### src/hrr_pkg.sv
// constants, codes and register map of the response record builder
// assumes one 200 MHz clock and a 32-bit Avalon-MM register port
package hrr_pkg;

  // record size in bytes, header included
  localparam int          REC_BYTES      = 240;

  // register byte offsets
  localparam logic [11:0] OFF_CTRL       = 12'h000;
  localparam logic [11:0] OFF_STATUS     = 12'h004;
  localparam logic [11:0] OFF_MASK       = 12'h008;
  localparam logic [11:0] OFF_LEN        = 12'h00C;
  localparam logic [11:0] OFF_REC        = 12'h400;
  localparam logic [1:0]  REC_WIN        = 2'h1;

  // control register fields
  localparam int          CTRL_CLEAR_BIT = 0;
  localparam int          CTRL_FAST_BIT  = 1;

  // event bits of status and mask
  localparam int          EV_W           = 3;
  localparam int          EV_DONE_BIT    = 0;
  localparam int          EV_FAIL_BIT    = 1;
  localparam int          EV_OVF_BIT     = 2;

  // processing status codes, control byte bits 2:0
  localparam logic [2:0]  RES_INACTIVE   = 3'h0;
  localparam logic [2:0]  RES_WAIT       = 3'h2;
  localparam logic [2:0]  RES_EXEC       = 3'h3;
  localparam logic [2:0]  RES_OK_DATA    = 3'h4;
  localparam logic [2:0]  RES_OK_NODATA  = 3'h5;
  localparam logic [2:0]  RES_ERR_DATA   = 3'h6;
  localparam logic [2:0]  RES_ERR_NODATA = 3'h7;

  // group error byte fields
  localparam int          GE_MORE_BIT    = 0;
  localparam int          GE_COMM_BIT    = 1;
  localparam int          GE_PCHK_BIT    = 2;

  // protocol error classes, group error byte bits 7:4
  localparam logic [3:0]  CLS_UNSPEC     = 4'h0;
  localparam logic [3:0]  CLS_UNIT       = 4'h1;
  localparam logic [3:0]  CLS_CHAN       = 4'h2;
  localparam logic [3:0]  CLS_CMD        = 4'h3;
  localparam logic [3:0]  CLS_QUERY      = 4'h4;
  localparam logic [3:0]  CLS_RESP       = 4'h5;
  localparam logic [3:0]  CLS_REJ        = 4'h6;
  localparam logic [3:0]  CLS_PROF       = 4'h7;
  localparam logic [3:0]  CLS_MFR        = 4'h8;

  // detail byte masks, reserved bits forced low
  localparam logic [7:0]  DET_CMD_MASK   = 8'h7F;
  localparam logic [7:0]  DET_QUERY_MASK = 8'h7A;
  localparam logic [7:0]  DET_RESP_MASK  = 8'h7F;

  // header lengths ahead of the reply frame
  localparam logic [7:0]  HDR_OK         = 8'h02;
  localparam logic [7:0]  HDR_FAIL       = 8'h03;

  // reset values
  localparam logic [7:0]  RST_BYTE       = 8'h00;
  localparam logic [EV_W-1:0] RST_EV     = 3'h0;

  typedef enum logic [1:0] {
    HRR_IDLE = 2'b00,
    HRR_WAIT = 2'b01,
    HRR_EXEC = 2'b10,
    HRR_DONE = 2'b11
  } hrr_state_type;

endpackage

### src/hrr_buf_if.sv
// write and read port bundle between the record builder and its frame buffer
// assumes one clock shared by both ends
`timescale 1ns/1ps
interface hrr_buf_if #(
  parameter int AW = 8,
  parameter int DW = 8
);
  logic          wr_en;
  logic [AW-1:0] wr_addr;
  logic [DW-1:0] wr_data;
  logic [AW-1:0] rd_addr;
  logic [DW-1:0] rd_data;

  modport ctl (output wr_en, output wr_addr, output wr_data, output rd_addr, input rd_data);
  modport mem (input wr_en, input wr_addr, input wr_data, input rd_addr, output rd_data);
endinterface

### src/hrr_frame_mem.sv
// reply frame buffer, one write port and one registered read port
// assumes the user keeps addresses below the depth
`timescale 1ns/1ps
module hrr_frame_mem #(
  parameter int DEPTH = 240,
  parameter int AW    = 8,
  parameter int DW    = 8
) (
  input  wire logic core_clk,
  hrr_buf_if.mem    bus
);
  import hrr_pkg::*;

  logic [DW-1:0] mem_array [DEPTH];
  logic [DW-1:0] q_reg;

  // no reset on the array: contents are only read below the frame length
  always_ff @(posedge core_clk) begin
    if (bus.wr_en) begin
      mem_array[bus.wr_addr] <= bus.wr_data;
    end
    q_reg <= mem_array[bus.rd_addr];
  end

  assign bus.rd_data = q_reg;
endmodule

### src/hrr_response_record.sv
// one channel's response record: status, group error, detail and reply frame
// assumes link-side inputs are synchronous to core_clk and pulses last one cycle
//
// Chosen here: the register offsets and the Avalon-MM interface to the registers.
`timescale 1ns/1ps
module hrr_response_record #(
  parameter int REC_DEPTH = hrr_pkg::REC_BYTES
) (
  input  wire logic        core_clk,
  input  wire logic        resetn,
  input  wire logic [11:0] avs_address,
  input  wire logic        avs_read,
  input  wire logic        avs_write,
  input  wire logic [31:0] avs_writedata,
  input  wire logic [3:0]  avs_byteenable,
  output logic      [31:0] avs_readdata,
  output logic             avs_waitrequest,
  output logic             irq,
  input  wire logic        req_start,
  input  wire logic        exec_start,
  input  wire logic        rx_valid,
  input  wire logic [7:0]  rx_byte,
  input  wire logic        reply_done,
  input  wire logic        reply_fail,
  input  wire logic [3:0]  err_class,
  input  wire logic [7:0]  err_detail,
  input  wire logic        fd_more_status,
  input  wire logic        fd_comm_err,
  input  wire logic        param_check,
  input  wire logic        fast_seq_active,
  output logic             fast_seq_req
);
  import hrr_pkg::*;

  localparam logic [7:0] FRAME_MAX = 8'(REC_DEPTH - 3);
  localparam logic [7:0] DEPTH_B   = 8'(REC_DEPTH);

  hrr_state_type   st_reg;
  hrr_state_type   st_next;
  logic [7:0]      frame_len_reg;
  logic [2:0]      result_reg;
  logic            fail_reg;
  logic [7:0]      grp_err_reg;
  logic [7:0]      detail_reg;
  logic            fast_reg;
  logic            fast_req_reg;
  logic [EV_W-1:0] ev_reg;
  logic [EV_W-1:0] mask_reg;
  logic            rd_ack_reg;

  hrr_buf_if #(.AW(8), .DW(8)) buf_if ();

  hrr_frame_mem #(
    .DEPTH (REC_DEPTH),
    .AW    (8),
    .DW    (8)
  ) u_mem (
    .core_clk (core_clk),
    .bus      (buf_if)
  );

  // bus decode
  wire       wr_lo     = avs_write & avs_byteenable[0];
  wire       rd_take   = avs_read & rd_ack_reg;
  wire       sel_ctrl  = (avs_address[11:2] == OFF_CTRL[11:2]);
  wire       sel_stat  = (avs_address[11:2] == OFF_STATUS[11:2]);
  wire       sel_mask  = (avs_address[11:2] == OFF_MASK[11:2]);
  wire       sel_len   = (avs_address[11:2] == OFF_LEN[11:2]);
  wire [7:0] rec_idx   = avs_address[9:2];
  wire       sel_rec   = (avs_address[11:10] == REC_WIN) && (rec_idx < DEPTH_B);
  wire       sw_clear  = wr_lo & sel_ctrl & avs_writedata[CTRL_CLEAR_BIT];

  // link-side events; a request start is taken in any state, the others only in the state that expects them
  wire       ev_start  = req_start;
  wire       ev_exec   = exec_start & (st_reg == HRR_WAIT) & ~req_start & ~sw_clear;
  wire       in_exec   = (st_reg == HRR_EXEC) & ~req_start & ~sw_clear;
  wire       rx_take   = in_exec & rx_valid;
  wire       rx_room   = (frame_len_reg < FRAME_MAX);
  wire       ev_done   = in_exec & reply_done;
  wire       ev_ovf    = rx_take & ~rx_room;

  // next state
  always_comb begin
    st_next = st_reg;
    case (st_reg)
      HRR_IDLE: begin
        st_next = HRR_IDLE;
      end
      HRR_WAIT: begin
        if (ev_exec) begin
          st_next = HRR_EXEC;
        end
      end
      HRR_EXEC: begin
        // final code only after the whole reply is in and checked
        if (ev_done) begin
          st_next = HRR_DONE;
        end
      end
      HRR_DONE: begin
        st_next = HRR_DONE;
      end
      default: begin
        st_next = HRR_IDLE;
      end
    endcase
    if (ev_start) begin
      st_next = HRR_WAIT;
    end else if (sw_clear) begin
      st_next = HRR_IDLE;
    end
  end

  // final result code from outcome and whether a frame arrived
  wire       has_frame = (frame_len_reg != 8'h00) | rx_take;
  wire [2:0] res_ok    = has_frame ? RES_OK_DATA : RES_OK_NODATA;
  wire [2:0] res_fail  = has_frame ? RES_ERR_DATA : RES_ERR_NODATA;
  wire [2:0] res_final = reply_fail ? res_fail : res_ok;

  // class outside 0..8 is reported as unspecified
  wire       cls_ok    = (err_class <= CLS_MFR);
  wire [3:0] cls_eff   = (reply_fail & cls_ok) ? err_class : CLS_UNSPEC;

  // detail byte per class; reserved bits and the unspecified, profile and maker classes forced to zero, other values passed unchanged
  logic [7:0] detail_next;
  always_comb begin
    detail_next = RST_BYTE;
    case (cls_eff)
      CLS_UNIT:  detail_next = err_detail;
      CLS_CHAN:  detail_next = err_detail;
      CLS_CMD:   detail_next = err_detail & DET_CMD_MASK;
      CLS_QUERY: detail_next = err_detail & DET_QUERY_MASK;
      CLS_RESP:  detail_next = err_detail & DET_RESP_MASK;
      CLS_REJ:   detail_next = err_detail;
      CLS_PROF:  detail_next = RST_BYTE;
      CLS_MFR:   detail_next = RST_BYTE;
      default:   detail_next = RST_BYTE;
    endcase
  end

  wire [7:0] grp_next = {cls_eff, 1'b0,
                         param_check,
                         fd_comm_err,
                         fd_more_status};

  always_ff @(posedge core_clk or negedge resetn) begin
    if (!resetn) begin
      st_reg        <= HRR_IDLE;
      frame_len_reg <= RST_BYTE;
      result_reg    <= RES_INACTIVE;
      fail_reg      <= 1'b0;
      grp_err_reg   <= RST_BYTE;
      detail_reg    <= RST_BYTE;
    end else begin
      st_reg <= st_next;
      if (ev_start || sw_clear) begin
        frame_len_reg <= RST_BYTE;
        grp_err_reg   <= RST_BYTE;
        detail_reg    <= RST_BYTE;
        fail_reg      <= 1'b0;
      end else begin
        if (rx_take && rx_room) begin
          frame_len_reg <= frame_len_reg + 8'h01;
        end
        if (ev_done) begin
          result_reg  <= res_final;
          fail_reg    <= reply_fail;
          grp_err_reg <= grp_next;
          detail_reg  <= reply_fail ? detail_next : RST_BYTE;
        end
      end
    end
  end

  // the frame is stored exactly as received, never reformatted
  assign buf_if.wr_en   = rx_take & rx_room;
  assign buf_if.wr_addr = frame_len_reg;
  assign buf_if.wr_data = rx_byte;

  // fast sequence flag follows the live mode, one cycle late
  always_ff @(posedge core_clk or negedge resetn) begin
    if (!resetn) begin
      fast_reg <= 1'b0;
    end else begin
      fast_reg <= fast_seq_active;
    end
  end

  // control byte as seen by the reader
  logic [2:0] status_code;
  always_comb begin
    case (st_reg)
      HRR_IDLE: status_code = RES_INACTIVE;
      HRR_WAIT: status_code = RES_WAIT;
      HRR_EXEC: status_code = RES_EXEC;
      HRR_DONE: status_code = result_reg;
      default:  status_code = RES_INACTIVE;
    endcase
  end

  // burst, source, compact and request bits are always zero
  wire [7:0] resp_ctrl = {1'b0, fast_reg, 3'h0, status_code};

  // frame position within the record depends on outcome
  wire       done_now  = (st_reg == HRR_DONE);
  wire [7:0] hdr_len   = fail_reg ? HDR_FAIL : HDR_OK;
  wire [7:0] frame_idx = rec_idx - hdr_len;
  wire       in_frame  = done_now && (rec_idx >= hdr_len) && (frame_idx < frame_len_reg);
  assign buf_if.rd_addr = frame_idx;

  logic [7:0] rec_byte;
  always_comb begin
    if (rec_idx == 8'h00) begin
      rec_byte = resp_ctrl;
    end else if (rec_idx == 8'h01) begin
      rec_byte = done_now ? grp_err_reg : RST_BYTE;
    end else if (done_now && fail_reg && rec_idx == 8'h02) begin
      rec_byte = detail_reg;
    end else if (in_frame) begin
      rec_byte = buf_if.rd_data;
    end else begin
      rec_byte = RST_BYTE;
    end
  end

  wire [7:0] rec_len = done_now ? (hdr_len + frame_len_reg) : HDR_OK;

  // registers, interrupt status cleared by reading it
  wire [EV_W-1:0] ev_set = {ev_ovf, ev_done & reply_fail, ev_done};

  always_ff @(posedge core_clk or negedge resetn) begin
    if (!resetn) begin
      ev_reg       <= RST_EV;
      mask_reg     <= RST_EV;
      fast_req_reg <= 1'b0;
      rd_ack_reg   <= 1'b0;
    end else begin
      rd_ack_reg <= avs_read & ~rd_ack_reg;
      // a new event wins over the read that clears
      if (rd_take && sel_stat) begin
        ev_reg <= ev_set;
      end else begin
        ev_reg <= ev_reg | ev_set;
      end
      if (wr_lo && sel_mask) begin
        mask_reg <= avs_writedata[EV_W-1:0];
      end
      if (wr_lo && sel_ctrl) begin
        fast_req_reg <= avs_writedata[CTRL_FAST_BIT];
      end
    end
  end

  // every read takes one wait cycle so the buffer read can settle
  assign avs_waitrequest = avs_read & ~rd_ack_reg;

  wire [31:0] rd_ctrl = {30'h0, fast_req_reg, 1'b0};
  wire [31:0] rd_stat = {29'h0, ev_reg};
  wire [31:0] rd_mask = {29'h0, mask_reg};
  wire [31:0] rd_len  = {24'h0, rec_len};
  wire [31:0] rd_rec  = {24'h0, rec_byte};

  assign avs_readdata = sel_ctrl ? rd_ctrl :
                        sel_stat ? rd_stat :
                        sel_mask ? rd_mask :
                        sel_len  ? rd_len  :
                        sel_rec  ? rd_rec  : 32'h0000_0000;

  assign irq          = |(ev_reg & mask_reg);
  assign fast_seq_req = fast_req_reg;

  // checks
  a_fail_code: assert property (@(posedge core_clk) disable iff (!resetn)
    ev_done && reply_fail && !has_frame |=> resp_ctrl[2:0] == RES_ERR_NODATA)
    else $error("failure without frame not coded 7");

  a_ok_code: assert property (@(posedge core_clk) disable iff (!resetn)
    ev_done && !reply_fail && has_frame |=> resp_ctrl[2:0] == RES_OK_DATA)
    else $error("success with frame not coded 4");

  a_exec_code: assert property (@(posedge core_clk) disable iff (!resetn)
    ev_exec |=> resp_ctrl[2:0] == RES_EXEC)
    else $error("executing status not 3");

  a_fixed_zero: assert property (@(posedge core_clk) disable iff (!resetn)
    resp_ctrl[5:3] == 3'h0 && !resp_ctrl[7])
    else $error("fixed control bits not zero");

  a_fast_flag: assert property (@(posedge core_clk) disable iff (!resetn)
    $fell(fast_seq_active) |=> !resp_ctrl[6])
    else $error("fast sequence flag stuck");

  a_more_status: assert property (@(posedge core_clk) disable iff (!resetn)
    ev_done && fd_more_status |=> grp_err_reg[GE_MORE_BIT])
    else $error("extra status bit missing");

  a_comm_error: assert property (@(posedge core_clk) disable iff (!resetn)
    ev_done && fd_comm_err |=> grp_err_reg[GE_COMM_BIT])
    else $error("communication error bit missing");

  a_param_check: assert property (@(posedge core_clk) disable iff (!resetn)
    ev_done && !param_check |=> !grp_err_reg[GE_PCHK_BIT])
    else $error("parameter check bit set wrongly");

  a_class_range: assert property (@(posedge core_clk) disable iff (!resetn)
    grp_err_reg[7:4] <= CLS_MFR && !grp_err_reg[3])
    else $error("error class out of range");

  a_query_rsvd: assert property (@(posedge core_clk) disable iff (!resetn)
    grp_err_reg[7:4] == CLS_QUERY |-> (detail_reg & ~DET_QUERY_MASK) == 8'h00)
    else $error("query reserved bits set");

  a_vendor_zero: assert property (@(posedge core_clk) disable iff (!resetn)
    ev_done && reply_fail && (err_class == CLS_PROF || err_class == CLS_MFR)
    |=> detail_reg == 8'h00)
    else $error("profile or maker class detail not zero");

  a_hold_wait: assert property (@(posedge core_clk) disable iff (!resetn)
    in_exec && !reply_done |=> resp_ctrl[2:0] == RES_EXEC)
    else $error("final code before reply checked");

endmodule

### config.mk
export PLATFORM = sky130hd
export DESIGN_NAME = hrr_response_record
export DESIGN_NICKNAME = d
export VERILOG_FILES = /design/src/hrr_pkg.sv /design/src/hrr_buf_if.sv /design/src/hrr_frame_mem.sv /design/src/hrr_response_record.sv
export SDC_FILE = /design/constraint.sdc
export NUM_CORES = 2
export LEC_CHECK = 0
export ABC_AREA = 1
export BUFFER_PORTS_ARGS = -buffer_cell sky130_fd_sc_hd__buf_2
export CORE_ASPECT_RATIO = 1.4
export CORE_MARGIN = 3
export CORE_UTILIZATION = 30
export DETAILED_ROUTE_END_ITERATION = 8
export GPL_TIMING_DRIVEN = 0
export PLACE_DENSITY_LB_ADDON = 0.3
export SYNTH_ARGS = -nofsm -noshare
export SYNTH_HDL_FRONTEND = slang
export SYNTH_SLANG_ARGS = --single-unit
### constraint.sdc
create_clock -name core_clk -period 4.3 [get_ports core_clk]
set_input_delay 0.86 -clock core_clk [delete_from_list [all_inputs] [get_ports core_clk]]
set_output_delay 0.86 -clock core_clk [all_outputs]
set_load 0.05 [all_outputs]
======== After elaboration in Yosys (flattened, before gate mapping) ========
Memory sizes are Yosys's and may differ from the RTL's. A register that Yosys moved wholly into a read port is not among the register bits.
Index checks and enable logic that the tools add are counted.
word-level totals
  register bits ........................... 39
  latch bits .............................. 0
  RAM bits ................................ 1920
  ROM bits ................................ 0
  input bits .............................. 81
  output and inout bits ................... 35
  word-level logic and storage cells ...... 117
  memories kept ........................... 1
memory list
  name             depth  bits a word  rd ports  clocked after memory_dff  write ports  RTL line             RTL
  u_mem.mem_array  240    8            1         1                         1            hrr_frame_mem.sv:14  logic [DW-1:0] mem_array [DEPTH];
cells by class
  $add $sub $neg .......................... 3
  multipliers ............................. 0
  divide/modulo/power cells ............... 0
  $lt $le $gt $ge ......................... 5
  eq/ne operators ......................... 17
  shifts and indexed selects .............. 0
  mux-type cells .......................... 35
  bitwise logic cells ..................... 24
  reduce and logical (&&, ||, !) cells .... 21
operators with widths
  kind                   number
  $mux W8                18
  $pmux W8 S3            1
  $eq A10 B2 Y1 const B  2
  $and A1 B1 Y1          16
  $lt A8 B8 Y1 const B   2
  $eq A4 B3 Y1 const B   3
  $pmux W3 S4            1
  $eq A10 B1 Y1 const B  1
  $logic_not A10 Y1      1
  $mux W2                5
  $logic_and A1 B1 Y1    9
  $add A2 B8 Y8          1
  $add A8 B1 Y8 const B  1
  $eq A4 B2 Y1 const B   2
  $eq A8 B1 Y1 const B   1
  $eq A8 B2 Y1 const B   1
  $ge A8 B2 Y1           1
  $logic_not A8 Y1       1
  $lt A8 B8 Y1           1
  $ne A4 B4 Y1 const B   2
  $pmux W2 S4            1
  $reduce_bool A8 Y1     1
  $sub A8 B2 Y8          1
  $mux W1                7
  other kinds (16)       25

======== Depth between registers and ports, before layout ========
  word-level depth ........................ 13
  mapped depth ............................ 24
  depth with buffers taken out ............ 22

======== Hierarchy ========
Synthesis repeated with hierarchy kept, for this count alone.
second synthesis, totals
  cell total of the unflattened synthesis .. 7246
  area total of the unflattened synthesis .. 82240.1 µm²
by module, submodules not included
  module               times used  cells each  area each (µm²)  seq. area each (µm²)
  hrr_frame_mem        1           6772        79005.8          57815.4
  hrr_response_record  1           474         3234.4           950.9

======== Worst setup path after synthesis ========
OpenSTA, ideal clock, no wires.
  path kind ............................... input to output
  start point ............................. input port avs_address[2]
  end point ............................... output port avs_readdata[5]
  arrival ................................. 4212 ps
  required time ........................... 3440 ps
  setup slack ............................. -772 ps
  stages on the path ...................... 21
  path buffers ............................ 1
  cell sequence ........................... inv_1 ha_1 inv_1 ha_1 inv_1 nand3_1 xor2_2 clkinv_1 buf_1 ha_1 nand2_1 inv_1 nand2_1 nand3_1 nor2_1 nand2_1 inv_1 nand3_1 nand3_1 nand3_1 mux2i_1
on the way
  word-level cells in the longest chain between the ends .. 12
  elaborated cells between the ends (all ways) .. 24
  classes of those cells .................. 1 x add/sub; 3 x order compare; 5 x eq/ne; 9 x mux; 6 x reduce/logical
ends and longest elaborated chain
  element                                                     RTL line                                                RTL
  from (decl)                                                 hrr_response_record.sv:11                               input wire logic [11:0] avs_address,
  $sub A8 B2 Y8 / $ge A8 B2 Y1 (equally long branches)        hrr_response_record.sv:207, hrr_response_record.sv:208
  $lt A8 B8 Y1 / $logic_and A1 B1 Y1 (equally long branches)  hrr_response_record.sv:208                              wire in_frame = done_now && (rec_idx >= hdr_len) && (frame_idx < frame_len_reg);
  $logic_and A1 B1 Y1                                         hrr_response_record.sv:208
  $mux W8                                                     hrr_response_record.sv:219                              end else if (in_frame) begin
  $mux W8                                                     hrr_response_record.sv:217                              end else if (done_now && fail_reg && rec_idx == 8'h02) begin
  $mux W8                                                     hrr_response_record.sv:215                              end else if (rec_idx == 8'h01) begin
  $mux W8                                                     hrr_response_record.sv:213                              if (rec_idx == 8'h00) begin
  $mux W8                                                     hrr_response_record.sv:267                              sel_rec ? rd_rec : 32'h0000_0000;
  $mux W8                                                     hrr_response_record.sv:266                              sel_len ? rd_len :
  $mux W8                                                     hrr_response_record.sv:265                              sel_mask ? rd_mask :
  $mux W8                                                     hrr_response_record.sv:264                              sel_stat ? rd_stat :
  $mux W8 *                                                   hrr_response_record.sv:263                              assign avs_readdata = sel_ctrl ? rd_ctrl :
  to (decl)                                                   hrr_response_record.sv:16                               output logic [31:0] avs_readdata,
Mark *: on every way between the ends. The rest lies on a longest branch, timed or not.

======== Final worst setup path ========
  start point ............................. register fail_reg
  end point ............................... output port avs_readdata[5]
on the way
  word-level cells in the longest chain between the ends .. 13
  elaborated cells between the ends (all ways) .. 19
  classes of those cells .................. 2 x add/sub; 2 x order compare; 11 x mux; 4 x reduce/logical
ends and longest elaborated chain
  element                                                     RTL line                                                RTL
  from (decl)                                                 hrr_response_record.sv:42                               logic fail_reg;
  from (signal assigned)                                      hrr_response_record.sv:167                              fail_reg <= reply_fail;
  $mux W1                                                     hrr_response_record.sv:206                              wire [7:0] hdr_len = fail_reg ? HDR_FAIL : HDR_OK;
  $sub A8 B2 Y8 / $ge A8 B2 Y1 (equally long branches)        hrr_response_record.sv:207, hrr_response_record.sv:208
  $lt A8 B8 Y1 / $logic_and A1 B1 Y1 (equally long branches)  hrr_response_record.sv:208
  $logic_and A1 B1 Y1                                         hrr_response_record.sv:208
  $mux W8                                                     hrr_response_record.sv:219
  $mux W8                                                     hrr_response_record.sv:217
  $mux W8                                                     hrr_response_record.sv:215
  $mux W8                                                     hrr_response_record.sv:213
  $mux W8                                                     hrr_response_record.sv:267
  $mux W8 *                                                   hrr_response_record.sv:266
  $mux W8 *                                                   hrr_response_record.sv:265
  $mux W8 *                                                   hrr_response_record.sv:264
  $mux W8 *                                                   hrr_response_record.sv:263
Marked as above.

==> results.json <==
{
  "outcome": "finished, violations left",
  "violations": "negative setup slack",
  "fp.coreArea_sq_mm": 0.2686,
  "first_global_vias": 54710,
  "yosys_warnings": 0,
  "pin_slew_with_the_least_headroom_to_its_limit_ps": 1444,
  "total_leakage_power_nw": 32.44,
  "max_freq_mhz": 214.5,
  "drt.antenna.violating_nets": 0,
  "grt_pass1_wl_mm": 400.9,
  "finish.net_count": 7438,
  "floorplan.initialDensity_pct": 30.19,
  "buffer_ports.inserted": 56,
  "hold_end": "fast_reg",
  "crit_family": "buffers and inverters",
  "layout.cells.non_filler": 11010,
  "worst_hold_startpoint": "fast_seq_active",
  "worst_slack_ps": -362.2,
  "max-vdd-ir-drop_v": 0.0003309,
  "largest_register_ffs": 1920,
  "rsz0062_at_grt": "yes",
  "cp.required_ps": 3440,
  "ctsHtreeMaxLevel": 4,
  "cts-buffers-inserted": 190,
  "chipHeight_um": 621.1,
  "cts_max_path_buffers": 4,
  "tns_ps": -2550,
  "distinct_cell_type_count_after_synthesis": 47,
  "worst_path_largest_cell_delay_ps": 450,
  "r2r_setup_slack_ps": 30,
  "synth_flop_cell": "sky130_fd_sc_hd__edfxtp_1",
  "synth_enable_flop_cells": 1920,
  "vias_per_cell": 5.106,
  "clkLatencyLatePin_ps": 840,
  "rows": 225,
  "timing.critical_path.fanout_max": 4,
  "place.detailed.hpwl_mm": 205.5,
  "critical_path.slowest_cell": "sky130_fd_sc_hd__dfrtp_2",
  "synth-seq-cells": 1966,
  "cts-root-buf": "sky130_fd_sc_hd__clkbuf_16",
  "drive_above_1_share_pct": 9.284,
  "detail_route.first_pass.iterations": 7,
  "async_set_or_reset_register_ratio_after_synthesis_pct": 1.933,
  "timing.setup.critical_path_class": "reg -> out",
  "drt-initial-drc-count": 5499,
  "holdBufCountCts": 0,
  "worstPathCellList": "ha_4 > inv_2 > ha_4 > inv_4 > nand2_4 > xor2_4 > buf_12 > clkinvlp_4 > buf_12 > ha_4 > nand2_2 > nand2_2 > nand2_2 > nand3_2 > nor2_4 > nand2_4 > inv_6 > nand3_4 > nand3_2 > nand3_2 > mux2i_4 > buf_6",
  "finalWirelength_mm": 288.9,
  "setup-violations-final": 8,
  "netlist_area_sq_mm": 0.08107,
  "cp_num_cells": 22,
  "synth_seq_area_share_pct": 72.49,
  "dp_cells": 10650,
  "dieArea_sq_mm": 0.2766,
  "synthCells": 7017,
  "cts.clk_slew.worst_paths_ps": 60,
  "maximum_number_of_pins_on_one_net_before_global_route_repair": 113,
  "grt_antenna_before_repair": 12,
  "crit_buf_inv": 7,
  "layout.core_utilization_pct": 34.82,
  "syn_area_per_cell_sq_um": 11.55,
  "area_delta_synth_final_pct": 15.34,
  "min_path_type": "in -> reg",
  "i_o_pins": 116,
  "r2r_start": "fail_reg",
  "most_common_library_cell_in_the_layout_ignoring_fill_and_taps": "sky130_fd_sc_hd__nand2_1",
  "cts_tree": "yes",
  "layout.cells.most_common_list": "sky130_fd_sc_hd__nand2_1 (2099), sky130_fd_sc_hd__edfxtp_1 (1920), sky130_fd_sc_hd__nand3_1 (1754)",
  "timing.critical_path.from_type": "flop",
  "drc": 0,
  "fin_skew_ps": 60.19,
  "fin_crit_ps": 4662,
  "power_density_normalized_to_cell_area_mw_per_mm2": 442.7,
  "number_of_max_cap_violations": 0,
  "timing_max_transition_violations_final": 0,
  "die_w_um": 445.4,
  "hold_violations": 0,
  "worst_r2r_path_depth": 16,
  "min_period_over_period_pct": 108.4,
  "top_register": "u_mem.mem_array",
  "tritoncts_num_sinks": 1966,
  "post_drt_wl_per_cell_um": 26.23,
  "finalWeightedCongestion": 0.9484,
  "capture_point_of_the_worst_reg_to_reg_path": "u_mem.bus.rd_data[3]",
  "min_path_cells": 1,
  "timing.critical_path.arrival_ps": 3800,
  "gr-usage-all-layers_pct": 20.22,
  "crit_path_end_kind": "primary output",
  "overflow": 0,
  "route.vias.total": 56230,
  "timing.max_slew.rel_slack_pct": 3.359
}
==> how the worst max path moves through the flow <==
stage                         startpoint                      end  slack, ps
after floorplan           avs_address[2]          avs_readdata[5]          1
after global placement        rx_byte[4]  u_mem.mem_array[140][4]      -2230
after detailed placement  avs_address[2]          avs_readdata[0]      -2040
after CTS                       fail_reg          avs_readdata[2]       -510
after global routing            fail_reg          avs_readdata[7]       -480
final                           fail_reg          avs_readdata[5]       -360
==> per-stage QoR <==
stage	power [mW]	worst slack [ps]	area, sq um	hold WS (ps)
CTS	41.51	-505.7	93360	92.14
floorplan	23.26	1.152	81280	433.9
global route	42.52	-478.0	93490	114.4
finish	41.40	-362.2	93510	136.8
detailed placement	25.23	-2038	86970	432.0
global placement	25.23	-2225	85960	441.2
==> metal layers <==
layer / vias up / wire, um / share of wire [%] / track usage [%]
met5: - / 53 / 0.018 / 0
met4: 8 / 24010 / 8.3 / 14.39
met3: 735 / 16860 / 5.8 / 2.791
met2: 2300 / 146400 / 51 / 35.81
met1: 27820 / 101600 / 35 / 22.14
li1: 25370 / - / - / -
==> cell type report <==
class | count | area [sq um]
fillers | 26610 | 175100
plain buffers | 478 | 2238
clock buffers | 229 | 4942
well taps | 3518 | 4402
flip-flops and latches | 1966 | 58770
multi-input cells | 4508 | 20320
repair buffers | 114 | 1465
clock inverters | 108 | 997.2
inverters | 83 | 351.6
diodes | 10 | 25.02
==> logic make-up (layout without fill, tap and decap cells) <==
group | count (synthesis) | count (layout) | synth area share, %
and+or+nand+nor | 4299 | 4299 | 22.94
DFF | 1966 | 1966 | 72.49
buffers and inverters | 566 | 1012 | 3.070
AOI/OAI and AO/OA | 158 | 158 | 1.111
adders and majority gates | 16 | 16 | 0.2469
xor gates and xnor gates | 7 | 7 | 0.08489
muxes | 4 | 4 | 0.05247
other | 1 | 34 | 0.004625
==> worst register-to-register path: cells and delay by family (launching register included) <==
kind,cells,cell delay [ps]
DFF,1,450
buffers and inverters,5,1670
adders and majority gates,2,360
and+or+nand+nor,9,1640
==> what timing repair did <==
item                                   CTS  global route
gates resized for setup                 94            21
buffers inserted                        11            10
pin swaps                               21            20
endpoints found under the hold margin    0             0
setup endpoints to repair               16             8
==> report_power, final <==
part           internal, mW  switching [mW]
clock network          9.20            7.26
logic                 0.865            3.01
registers              21.0          0.0194
total                  31.1            10.3
==> synth_stat cells, types with 32 or more instances <==
cell	n	share of area, %
sky130_fd_sc_hd__clkbuf_1	233	1.1
sky130_fd_sc_hd__buf_2	156	0.96
sky130_fd_sc_hd__buf_4	35	0.32
sky130_fd_sc_hd__buf_1	54	0.25
sky130_fd_sc_hd__o21ai_0	98	0.60
sky130_fd_sc_hd__nand2_1	2116	9.8
sky130_fd_sc_hd__dfrtp_1	38	1.2
sky130_fd_sc_hd__nor2_1	368	1.7
sky130_fd_sc_hd__nand3_1	1767	11
sky130_fd_sc_hd__o211ai_1	32	0.30
sky130_fd_sc_hd__inv_1	74	0.34
sky130_fd_sc_hd__edfxtp_1	1920	71
(Power assumes the default switching activity.)
